`config.mk`:
```
export PLATFORM = sky130hd
export DESIGN_NAME = rss_datapath
export DESIGN_NICKNAME = d
export VERILOG_FILES = /design/src/core/rss_sub_unit.sv /design/src/core/rss_datapath.sv
export SDC_FILE = /design/constraint.sdc
export NUM_CORES = 1
export LEC_CHECK = 0
export ABC_CLOCK_PERIOD_IN_PS = 5850
export BUFFER_PORTS_ARGS = -buffer_cell sky130_fd_sc_hd__buf_2
export CAP_MARGIN = 15
export CORE_MARGIN = 4
export CORE_UTILIZATION = 25
export CTS_CLUSTER_SIZE = 8
export DETAILED_ROUTE_END_ITERATION = 10
export PLACE_DENSITY_LB_ADDON = 0.2
export SETUP_SLACK_MARGIN = 0.2
export SYNTH_ARGS = -nofsm -noshare
export SYNTH_HDL_FRONTEND = slang
export SYNTH_SLANG_ARGS = --single-unit
```
`constraint.sdc`:
```
create_clock -name clock -period 5.85 [get_ports clock]
set_clock_uncertainty 0.15 [all_clocks]
set_input_delay 0.2925 -clock clock [delete_from_list [all_inputs] [get_ports clock]]
set_output_delay 0.2925 -clock clock [all_outputs]
set_load 0.005 [all_outputs]
```
`src/core/rss_sub_unit.sv`:
```
// package of shared types and a subtractor with its flag logic
`timescale 1ns/1ps
`default_nettype none

// ----------------------------------------------------------------
// shared types and constants
// ----------------------------------------------------------------
package rss_pkg;

  localparam int DATA_W = 8;
  localparam int BIT_SEL_W = 3;
  localparam int MSB_POS = 7;
  localparam int NIB_MSB_POS = 3;
  localparam logic [7:0] BYTE_ALL_ONES = 8'hFF;
  localparam logic [7:0] BYTE_ONE = 8'h01;
  localparam logic [7:0] ACC_RESET = 8'h00;
  localparam int SKIP_CLASS_CYCLES = 2;

  typedef enum logic [4:0] {
    OP_IDLE_NOP = 5'h00,
    OP_ROTATE_LEFT_VIA_CARRY = 5'h01,
    OP_ROTATE_LEFT_VIA_CARRY_TO_ACCUMULATOR = 5'h02,
    OP_ROTATE_RIGHT_MEMORY = 5'h03,
    OP_ROTATE_RIGHT_TO_ACCUMULATOR = 5'h04,
    OP_ROTATE_RIGHT_VIA_CARRY = 5'h05,
    OP_ROTATE_RIGHT_VIA_CARRY_TO_ACCUMULATOR = 5'h06,
    OP_MINUS_INTO_ACCUMULATOR = 5'h07,
    OP_MINUS_INTO_MEMORY = 5'h08,
    OP_BORROW_MINUS_INTO_ACCUMULATOR = 5'h09,
    OP_BORROW_MINUS_INTO_MEMORY = 5'h0A,
    OP_DECREMENT_SKIP_IF_NIL = 5'h0B,
    OP_DECREMENT_SKIP_IF_NIL_TO_ACCUMULATOR = 5'h0C,
    OP_INCREMENT_SKIP_IF_NIL = 5'h0D,
    OP_INCREMENT_SKIP_IF_NIL_TO_ACCUMULATOR = 5'h0E,
    OP_BIT_HIGH_SKIP = 5'h0F,
    OP_SET_BYTE = 5'h10,
    OP_SET_BIT = 5'h11
  } rss_op_t;

  typedef struct packed {
    logic signedWrapFlag;
    logic zero;
    logic halfCarryFlag;
    logic carry;
  } rss_flags_t;

  localparam rss_flags_t FLAGS_RESET = '{1'b0, 1'b0, 1'b0, 1'b0};

  typedef struct packed {
    rss_op_t op;
    logic [2:0] bitSel;
    logic [7:0] operand;
  } rss_req_t;

  typedef enum logic [0:0] {
    ST_ISSUE = 1'b0,
    ST_DUMMY = 1'b1
  } rss_state_t;

endpackage : rss_pkg

// ----------------------------------------------------------------
// subtractor: a - b - borrowIn with carry as inverted borrow
// ----------------------------------------------------------------
module rss_sub_unit
  import rss_pkg::*;
(
  // operands
  input wire logic [7:0] minuend,
  input wire logic [7:0] subtrahend,
  input wire logic borrowIn,
  // results
  output logic [7:0] difference,
  output rss_flags_t flags
);

  logic [8:0] fullDiff;
  logic [4:0] nibDiff;

  assign fullDiff = {1'b0, minuend} - {1'b0, subtrahend} - {8'h00, borrowIn};
  assign nibDiff = {1'b0, minuend[3:0]} - {1'b0, subtrahend[3:0]}
    - {4'h0, borrowIn};
  assign difference = fullDiff[7:0];
  // negative result shows as a borrow out of the top bit
  assign flags.carry = ~fullDiff[DATA_W];
  assign flags.halfCarryFlag = ~nibDiff[NIB_MSB_POS + 1];
  assign flags.signedWrapFlag = (minuend[MSB_POS] ^ subtrahend[MSB_POS])
    & (minuend[MSB_POS] ^ fullDiff[MSB_POS]);
  assign flags.zero = (fullDiff[7:0] == 8'h00);

endmodule : rss_sub_unit

`default_nettype wire

```
`src/core/rss_datapath.sv`:
```
// rotate, subtract, set and skip execution datapath
`timescale 1ns/1ps
`default_nettype none

// How it works
// - rotate left via carry: carry into bit 0, bit 7 into carry
// - accumulator form puts rotated byte in accumulator only
// - rotate-right: bit 0 into bit 7, memory or accumulator, no flags
// - rotate-right-via-carry: carry into bit 7, old bit 0 into carry
// - borrow-minus: accumulator minus operand minus inverted carry
// - memory forms of subtract write difference to memory byte
// - subtract carry is zero on negative result, one otherwise
// - subtracts update wrap, zero, half-carry and carry flags only
// - plain subtract ignores incoming carry, result to accumulator or memory
// - decrement-skip writes byte minus one back, skips when zero
// - accumulator decrement-skip loads byte minus one, skips when zero
// - increment-skip writes byte plus one back, skips on wrap to zero
// - accumulator increment-skip loads byte plus one, skips when zero
// - bit-high-skip skips when the selected bit is one
// - every skip-class operation takes two cycles with a dummy slot
// - set-byte writes all ones to memory, no flags
// - set-bit forces only the selected bit to one, no flags

module rss_datapath
  import rss_pkg::*;
(
  // clock and reset
  input wire logic clock,
  input wire logic rst,
  // operation request
  input wire logic reqValid,
  input wire rss_req_t req,
  output logic reqReady,
  // accumulator and carry preload from the rest of the core
  input wire logic accLoad,
  input wire logic [7:0] accLoadData,
  input wire logic carryLoad,
  input wire logic carryLoadData,
  // memory write-back
  output logic memWe,
  output logic [7:0] memWdata,
  // architectural state
  output logic [7:0] acc,
  output rss_flags_t flags,
  // completion and skip
  output logic done,
  output logic skipNext
);

  // ----------------------------------------------------------------
  // helpers
  // ----------------------------------------------------------------
  function automatic logic [7:0] bitMask(input logic [2:0] idx);
    bitMask = BYTE_ONE << idx;
  endfunction : bitMask

  function automatic logic isZero(input logic [7:0] v);
    isZero = (v == 8'h00);
  endfunction : isZero

  // ----------------------------------------------------------------
  // state
  // ----------------------------------------------------------------
  rss_state_t state_r;
  rss_state_t state_nxt;
  logic [7:0] acc_r;
  rss_flags_t flags_r;
  logic memWe_r;
  logic [7:0] memWdata_r;
  logic done_r;
  logic skip_r;

  // ----------------------------------------------------------------
  // operand paths
  // ----------------------------------------------------------------
  wire logic taken = reqValid & reqReady;
  wire logic [7:0] opnd = req.operand;
  wire logic carryIn = flags_r.carry;
  wire logic [7:0] selMask = bitMask(req.bitSel);

  wire logic [7:0] rotLeftC = {opnd[6:0], carryIn};
  wire logic [7:0] rotRight = {opnd[0], opnd[MSB_POS:1]};
  wire logic [7:0] rotRightC = {carryIn, opnd[MSB_POS:1]};
  wire logic [7:0] decVal = opnd - BYTE_ONE;
  wire logic [7:0] incVal = opnd + BYTE_ONE;
  wire logic [7:0] setBitVal = opnd | selMask;
  wire logic bitHigh = (opnd & selMask) != 8'h00;

  wire logic isBorrowOp = (req.op == OP_BORROW_MINUS_INTO_ACCUMULATOR)
    | (req.op == OP_BORROW_MINUS_INTO_MEMORY);
  // plain subtract feeds no borrow, borrow form feeds inverted carry
  wire logic subBorrow = isBorrowOp & ~carryIn;

  logic [7:0] subDiff;
  rss_flags_t subFlags;

  rss_sub_unit u_sub (
    .minuend(acc_r),
    .subtrahend(opnd),
    .borrowIn(subBorrow),
    .difference(subDiff),
    .flags(subFlags)
  );

  // ----------------------------------------------------------------
  // decode
  // ----------------------------------------------------------------
  logic [7:0] result;
  logic toMem;
  logic toAcc;
  logic carryUpd;
  logic carryVal;
  logic subUpd;
  logic skipClass;
  logic skipCond;

  always_comb begin
    result = opnd;
    toMem = 1'b0;
    toAcc = 1'b0;
    carryUpd = 1'b0;
    carryVal = carryIn;
    subUpd = 1'b0;
    skipClass = 1'b0;
    skipCond = 1'b0;
    case (req.op)
      OP_ROTATE_LEFT_VIA_CARRY: begin
        result = rotLeftC;
        toMem = 1'b1;
        carryUpd = 1'b1;
        carryVal = opnd[MSB_POS];
      end
      OP_ROTATE_LEFT_VIA_CARRY_TO_ACCUMULATOR: begin
        result = rotLeftC;
        toAcc = 1'b1;
        carryUpd = 1'b1;
        carryVal = opnd[MSB_POS];
      end
      OP_ROTATE_RIGHT_MEMORY: begin
        result = rotRight;
        toMem = 1'b1;
      end
      OP_ROTATE_RIGHT_TO_ACCUMULATOR: begin
        result = rotRight;
        toAcc = 1'b1;
      end
      OP_ROTATE_RIGHT_VIA_CARRY: begin
        result = rotRightC;
        toMem = 1'b1;
        carryUpd = 1'b1;
        carryVal = opnd[0];
      end
      OP_ROTATE_RIGHT_VIA_CARRY_TO_ACCUMULATOR: begin
        result = rotRightC;
        toAcc = 1'b1;
        carryUpd = 1'b1;
        carryVal = opnd[0];
      end
      OP_MINUS_INTO_ACCUMULATOR, OP_BORROW_MINUS_INTO_ACCUMULATOR: begin
        result = subDiff;
        toAcc = 1'b1;
        subUpd = 1'b1;
      end
      OP_MINUS_INTO_MEMORY, OP_BORROW_MINUS_INTO_MEMORY: begin
        result = subDiff;
        toMem = 1'b1;
        subUpd = 1'b1;
      end
      OP_DECREMENT_SKIP_IF_NIL: begin
        result = decVal;
        toMem = 1'b1;
        skipClass = 1'b1;
        skipCond = isZero(decVal);
      end
      OP_DECREMENT_SKIP_IF_NIL_TO_ACCUMULATOR: begin
        result = decVal;
        toAcc = 1'b1;
        skipClass = 1'b1;
        skipCond = isZero(decVal);
      end
      OP_INCREMENT_SKIP_IF_NIL: begin
        result = incVal;
        toMem = 1'b1;
        skipClass = 1'b1;
        skipCond = isZero(incVal);
      end
      OP_INCREMENT_SKIP_IF_NIL_TO_ACCUMULATOR: begin
        result = incVal;
        toAcc = 1'b1;
        skipClass = 1'b1;
        skipCond = isZero(incVal);
      end
      OP_BIT_HIGH_SKIP: begin
        skipClass = 1'b1;
        skipCond = bitHigh;
      end
      OP_SET_BYTE: begin
        result = BYTE_ALL_ONES;
        toMem = 1'b1;
      end
      OP_SET_BIT: begin
        result = setBitVal;
        toMem = 1'b1;
      end
      default: begin
        result = opnd;
      end
    endcase
  end

  // ----------------------------------------------------------------
  // sequencing
  // ----------------------------------------------------------------
  // a skip-class op holds the issue slot busy for one dummy cycle
  assign reqReady = (state_r == ST_ISSUE);
  assign state_nxt = (taken & skipClass) ? ST_DUMMY : ST_ISSUE;

  always_ff @(posedge clock) begin
    if (rst) begin
      state_r <= ST_ISSUE;
      done_r <= 1'b0;
      memWe_r <= 1'b0;
    end else begin
      state_r <= state_nxt;
      done_r <= (taken & ~skipClass) | (state_r == ST_DUMMY);
      memWe_r <= taken & toMem;
    end
  end

  always_ff @(posedge clock) begin
    if (rst) begin
      memWdata_r <= ACC_RESET;
      skip_r <= 1'b0;
    end else if (taken) begin
      memWdata_r <= result;
      skip_r <= skipClass & skipCond;
    end
  end

  // a preload loses to an operation taken in the same cycle
  always_ff @(posedge clock) begin
    if (rst) begin
      acc_r <= ACC_RESET;
    end else if (taken & toAcc) begin
      acc_r <= result;
    end else if (accLoad & ~taken) begin
      acc_r <= accLoadData;
    end
  end

  always_ff @(posedge clock) begin
    if (rst) begin
      flags_r <= FLAGS_RESET;
    end else if (taken & subUpd) begin
      flags_r <= subFlags;
    end else if (taken & carryUpd) begin
      flags_r.carry <= carryVal;
    end else if (carryLoad & ~taken) begin
      flags_r.carry <= carryLoadData;
    end
  end

  assign memWe = memWe_r;
  assign memWdata = memWdata_r;
  assign acc = acc_r;
  assign flags = flags_r;
  assign done = done_r;
  assign skipNext = skip_r;
endmodule : rss_datapath

`default_nettype wire

```
Yosys cells after proc, flatten, opt, wreduce, memory -nomap -nowiden

Cells that the tools add are included.

Add/subtract/negate cells: 6
Multipliers: 0
Div/mod/pow operators: 0
Magnitude comparators: 0
Equality and inequality tests: 18
Shift-type cells: 1
Multiplexer cells: 14
Bitwise logic cells: 24
Reductions and logical operators: 17

Operator list:

| kind                  | count |
|---|---|
| $pmux W8 S8           | 1 |
| $eq A5 B4 Y1 const B  | 8 |
| $logic_not A8 Y1      | 3 |
| $eq A5 B3 Y1 const B  | 4 |
| $mux W8               | 2 |
| $and A1 B1 Y1         | 12 |
| $eq A5 B2 Y1 const B  | 2 |
| $eq A5 B5 Y1 const B  | 2 |
| $reduce_or A2 Y1      | 5 |
| $mux W1               | 9 |
| $reduce_or A9 Y1      | 1 |
| $sub A8 B8 Y9         | 1 |
| $sub A9 B1 Y9         | 1 |
| $add A8 B1 Y8 const B | 1 |
| $and A8 B8 Y8         | 1 |
| $or A8 B8 Y8          | 1 |
| $reduce_bool A8 Y1    | 1 |
| $reduce_or A4 Y1      | 2 |
| $shl A1 B3 Y8 const A | 1 |
| $sub A8 B1 Y8 const B | 1 |
| $reduce_or A7 Y1      | 1 |
| $not A1 Y1            | 6 |
| $eq A5 B1 Y1 const B  | 1 |
| $reduce_or A5 Y1      | 1 |
| other kinds (10)      | 12 |

Bits in registers: 24
Bits in latches: 0
RAM bits: 0
ROM bits: 0
Input port bits: 30
Output and inout bits: 24
Logic and storage cells: 90
Memories kept: 0

Depth between registers and ports, before layout

Depth after elaboration: 7
Depth in mapped cells: 13
Depth with buffers taken out: 11

Cells and area by module

A second synthesis with hierarchy kept.

Cell total of the unflattened synthesis: 387
Area total of the unflattened synthesis: 2,894.0 sq um

Modules (own cells, without submodules):

| module       | instances | cells each | area an instance (sq um) | sequential area each (sq um) |
|---|---|---|---|---|
| rss_datapath | 1         | 312        | 2,313.5                  | 480.5 |
| rss_sub_unit | 1         | 75         | 580.6                    | 0.0 |

Worst setup path before layout

Ideal clock, no wire load.

Kind: in2reg
Start: input port req[15] (netlist name)
End: register flags_r, in the netlist flags[2]
Setup time: 59 ps
Arrival: 3,009 ps
Data required time: 5,641 ps
Slack: 2,632 ps
Stages: 12
Path buffers: 2
Path through: buf_2 -> buf_2 -> nor2_1 -> nand3_1 -> fa_1 -> fa_1 -> nand2b_1 -> a2111oi_2 -> a21oi_1 -> xor2_1 -> or4_1 -> nand2_1

Longest elaborated chain between the ends: 5
Elaborated cells on any way between the ends: 11
Classes of those cells: 1 x add/sub; 4 x eq/ne; 1 x mux; 3 x bitwise; 2 x reduce/logical

RTL lines:

| what                                   | line                                                        | text |
|---|---|---|
| start, declared                        | rss_datapath.sv:32                                          | `input wire rss_req_t req,` |
| $eq A5 B4 Y1, on equally long branches | rss_datapath.sv:89, rss_datapath.sv:126, rss_datapath.sv:90 |  |
| $or A1 B1 Y1                           | rss_datapath.sv:90                                          | `\| (req.op == OP_BORROW_MINUS_INTO_MEMORY);` |
| $and A1 B1 Y1                          | rss_datapath.sv:92                                          | `wire logic subBorrow = isBorrowOp & ~carryIn;` |
| $sub A9 B1 Y9                          | rss_sub_unit.sv:80                                          | `assign fullDiff = {1'b0, minuend} - {1'b0, subtrahend} - {8'h00, borrowIn};` |
| $logic_not A8 Y1                       | rss_sub_unit.sv:89                                          | `assign flags.zero = (fullDiff[7:0] == 8'h00);` |
| end signal, assigned                   | rss_datapath.sv:255                                         | `flags_r <= subFlags;` |
| end, declared                          | rss_datapath.sv:67                                          | `rss_flags_t flags_r;` |

Several ways; a longest one is shown, not always the timed one.
A chain may end at the register's enable or synchronous reset.

Worst setup path in the final report

Start: input port req[11] (netlist name)
End: register flags_r, in the netlist flags[2]

Same word-level chain as after synthesis.

==> results.sh <==
export IMPL_critical_path_arrival_ps=3380
export IMPL_outcome="complete, no violations"
export IMPL_worstHoldStart="reqValid"
export IMPL_p_sw_uw=230
export IMPL_grt_pass1_wl_mm=17.3
export IMPL_cts_resized=0
export IMPL_synthMuxAreaShare_pct=3.22
export IMPL_nets=473
export IMPL_worstSetupStartpoint="req[11]"
export IMPL_fin_util_pct=28.6
export IMPL_critPathMaxFanout=25
export IMPL_maxCapViolCount=0
export IMPL_design_die_area_um2=14100
export IMPL_synth_edf_count=0
export IMPL_synth_top_family_by_area="compound AO/OA/AOI/OAI gates"
export IMPL_end_kind="flop"
export IMPL_power_density_nw_per_um2=177
export IMPL_cts_sinks=24
export IMPL_drtAntennaViolNets=0
export IMPL_total_power_uw=609
export IMPL_io_pins=54
export IMPL_grt_overflow_total=0
export IMPL_grt_max_degree=30
export IMPL_finalWeightedCongestion=0.897
export IMPL_via_per_inst=5.61
export IMPL_p_comb_share_pct=42.6
export IMPL_timing_fmax_mhz=301
export IMPL_wl_per_cell_um=18.9
export IMPL_yosys_most_used_dff="dfxtp_1"
export IMPL_ys_warn_count=0
export IMPL_cp_start_kind="primary input"
export IMPL_die_x_um=119
export IMPL_synth_simple_gate_area_share_pct=28.1
export IMPL_cts_setup_buffers=0
export IMPL_holdBufCountCts=0
export IMPL_portBuffers=53
export IMPL_fillers=1321
export IMPL_fin_cells=569
export IMPL_p_leak_nw=1.35
export IMPL_place_area_um2=3350
export IMPL_fin_area_um2=3430
export IMPL_cts_tree="built"
export IMPL_finalHoldViolCount=0
export IMPL_antenna_found_initial=0
export IMPL_root_buffer="clkbuf_16"
export IMPL_row_count=40
export IMPL_drt_iter0_drc=262
export IMPL_syn_area_um2=3070
export IMPL_crit_type="primary input to flop"
export IMPL_drive_above_1_share_pct=20.9
export IMPL_coreArea_um2=12000
export IMPL_switching_share_pct=37.8
export IMPL_grt_pass1_vias=3118
export IMPL_timing_final_crit_share_pct=56.8
export IMPL_area_growth_pct=11.9
export IMPL_synthCells=397
export IMPL_slew_violations=0
export IMPL_rsz0062_at_grt="no"
export IMPL_fp_dieH_um=119
export IMPL_clk_latency_ps=260
export IMPL_drc=0
export IMPL_dp_hpwl_mm=8.24
export IMPL_intPower_uw=379
export IMPL_vdd_ir_drop_max_mv=0.121
export IMPL_tns_ps=0
export IMPL_finalWorstPathRequiredPeriod_ps=3320
export IMPL_ys_seq_area_share_pct=15.7
export IMPL_worst_pin_slew_ps=799
export IMPL_async_reset_ff_share_pct=0
export IMPL_vias=3193
export IMPL_synthAdderAreaFrac_pct=8.65
export IMPL_power_frac_seq_pct=30.2
export IMPL_synth_fp_nets=447
export IMPL_maxSlewHeadroom_pct=46.6
export IMPL_diodes=0
export IMPL_ys_types=84
export IMPL_dp_cells=565
export IMPL_synth_xor_area_share_pct=4.04
export IMPL_required_ps=5900
export IMPL_hp_class="primary input to flop"
export IMPL_dr_pass1_iters=6
export IMPL_numCtsBuffers=3
export IMPL_rr_startpoint="carryIn"
export IMPL_cts_max_level=1
export IMPL_synth_seq_cells=24
export IMPL_cts_clk_slew_worst_paths_ps=60
export IMPL_multiInputGateArea_um2=2280
export IMPL_clockBufferDepth=2
export IMPL_syn_area_per_cell_um2=7.73
export IMPL_setup_viol=0
export IMPL_routed_wl_mm=10.8
export IMPL_clockPowerShare_pct=27.1
export IMPL_grt_use_total_pct=15.0
export IMPL_regArea_um2=480
export IMPL_start_util_pct=25.5
export IMPL_synth_compound_area_share_pct=30.5
==> registers in the layout (all words and copies together), names as in the netlist <==
register and cells:
acc 8, carryIn 1, done 1, flags 3, memWdata 8, memWe 1
skipNext 1, state_r 1
==> worst max-delay path, stage by stage <==
cell and delay, ps:
buf_2 410, xor2_1 260, nand3_1 120, fa_1 430
fa_1 410, nand2b_1 190, a2111oi_2 410, a21oi_1 90
xor2_1 170, or4_1 520, nand2_1 80
==> final timing paths <==
path	end	slack, ps	cells after the start
setup / recovery	flags[2]	2530	11
hold / removal	done	140	3
setup reg to reg	flags[2]	2780	10
hold reg to reg	flags[1]	320	2
==> power groups by stage <==
stage / Clock, mW / Sequential, mW / Combinational (mW)
floorplan: 0 / 0.187 / 0.188
global placement: 0 / 0.188 / 0.259
detailed placement: 0 / 0.188 / 0.258
CTS: 0.169 / 0.184 / 0.260
global route: 0.177 / 0.185 / 0.291
finish: 0.165 / 0.184 / 0.260
==> synth_stat cells, types with 3 or more instances <==
cell / count / share of area (%)
inv_1: 33 / 4.0
dfxtp_1: 24 / 16
nor2_1: 24 / 2.9
nand2_1: 22 / 2.7
a21oi_1: 20 / 3.3
ha_1: 18 / 7.3
nor3_1: 17 / 2.8
clkbuf_1: 16 / 2.0
o21ai_0: 16 / 2.6
nand3_1: 12 / 2.0
a22oi_1: 11 / 2.7
a211oi_1: 9 / 2.2
nand4_1: 9 / 1.8
a31oi_1: 8 / 1.6
and3_1: 8 / 1.6
buf_2: 8 / 1.3
nand3b_1: 7 / 1.7
or3_1: 7 / 1.4
o22ai_1: 6 / 1.2
xnor2_1: 6 / 1.7
a221oi_1: 5 / 1.4
nand2b_1: 5 / 1.0
xor2_1: 5 / 1.4
buf_4: 4 / 0.98
buf_6: 4 / 1.5
o31ai_1: 4 / 0.98
a2111oi_2: 3 / 1.5
a21boi_1: 3 / 0.73
and2b_1: 3 / 0.73
nor2b_1: 3 / 0.61
nor3b_1: 3 / 0.73
nor4_1: 3 / 0.61
o21a_1: 3 / 0.73
o21ai_1: 3 / 0.49
o2bb2ai_1: 3 / 0.86
==> metal layers <==
layer / wire [um] / track usage, %
met1: 4930 / 21.1
met2: 4980 / 24.1
met3: 686 / 2.49
met4: 182 / 2.97
met5: 0 / 0
==> cells in the final DEF, fill, tap and decap left out, types with 7 or more instances in the layout <==
master | synthesis | final
or3_1 | 7 | 7
a21oi_1 | 20 | 20
buf_2 | 8 | 53
dfxtp_1 | 24 | 24
ha_1 | 18 | 18
a22oi_1 | 11 | 11
nand4_1 | 9 | 9
and3_1 | 8 | 8
a31oi_1 | 8 | 8
nand3b_1 | 7 | 7
nor2_1 | 24 | 24
nor3_1 | 17 | 17
o21ai_0 | 16 | 16
a211oi_1 | 9 | 9
nand2_1 | 22 | 22
nand3_1 | 12 | 12
inv_1 | 33 | 33
==> cell type report <==
type	instances	area share, %
timing repair buffer	54	7.94
sequential	24	14.0
clock buffer	4	2.59
tap	147	5.36
inverter	33	3.61
multi-input combinational	307	66.5
==> through the flow <==
stage	hold slack [ps]	worst slack [ps]
floorplan	247	2630
global placement	302	2290
detailed placement	317	2230
finish	140	2530
CTS	149	2500
global route	163	2240
==> logic make-up after synthesis <==
kind of cell             Yosys count
XOR/XNOR                          12
buffers and inverters             66
flip-flops                        24
multiplexers                       6
adder cells (fa/ha/maj)           20
AND/OR/NAND/NOR                  146
AO/OA/AOI/OAI                    123
(Power assumes the default switching activity.)
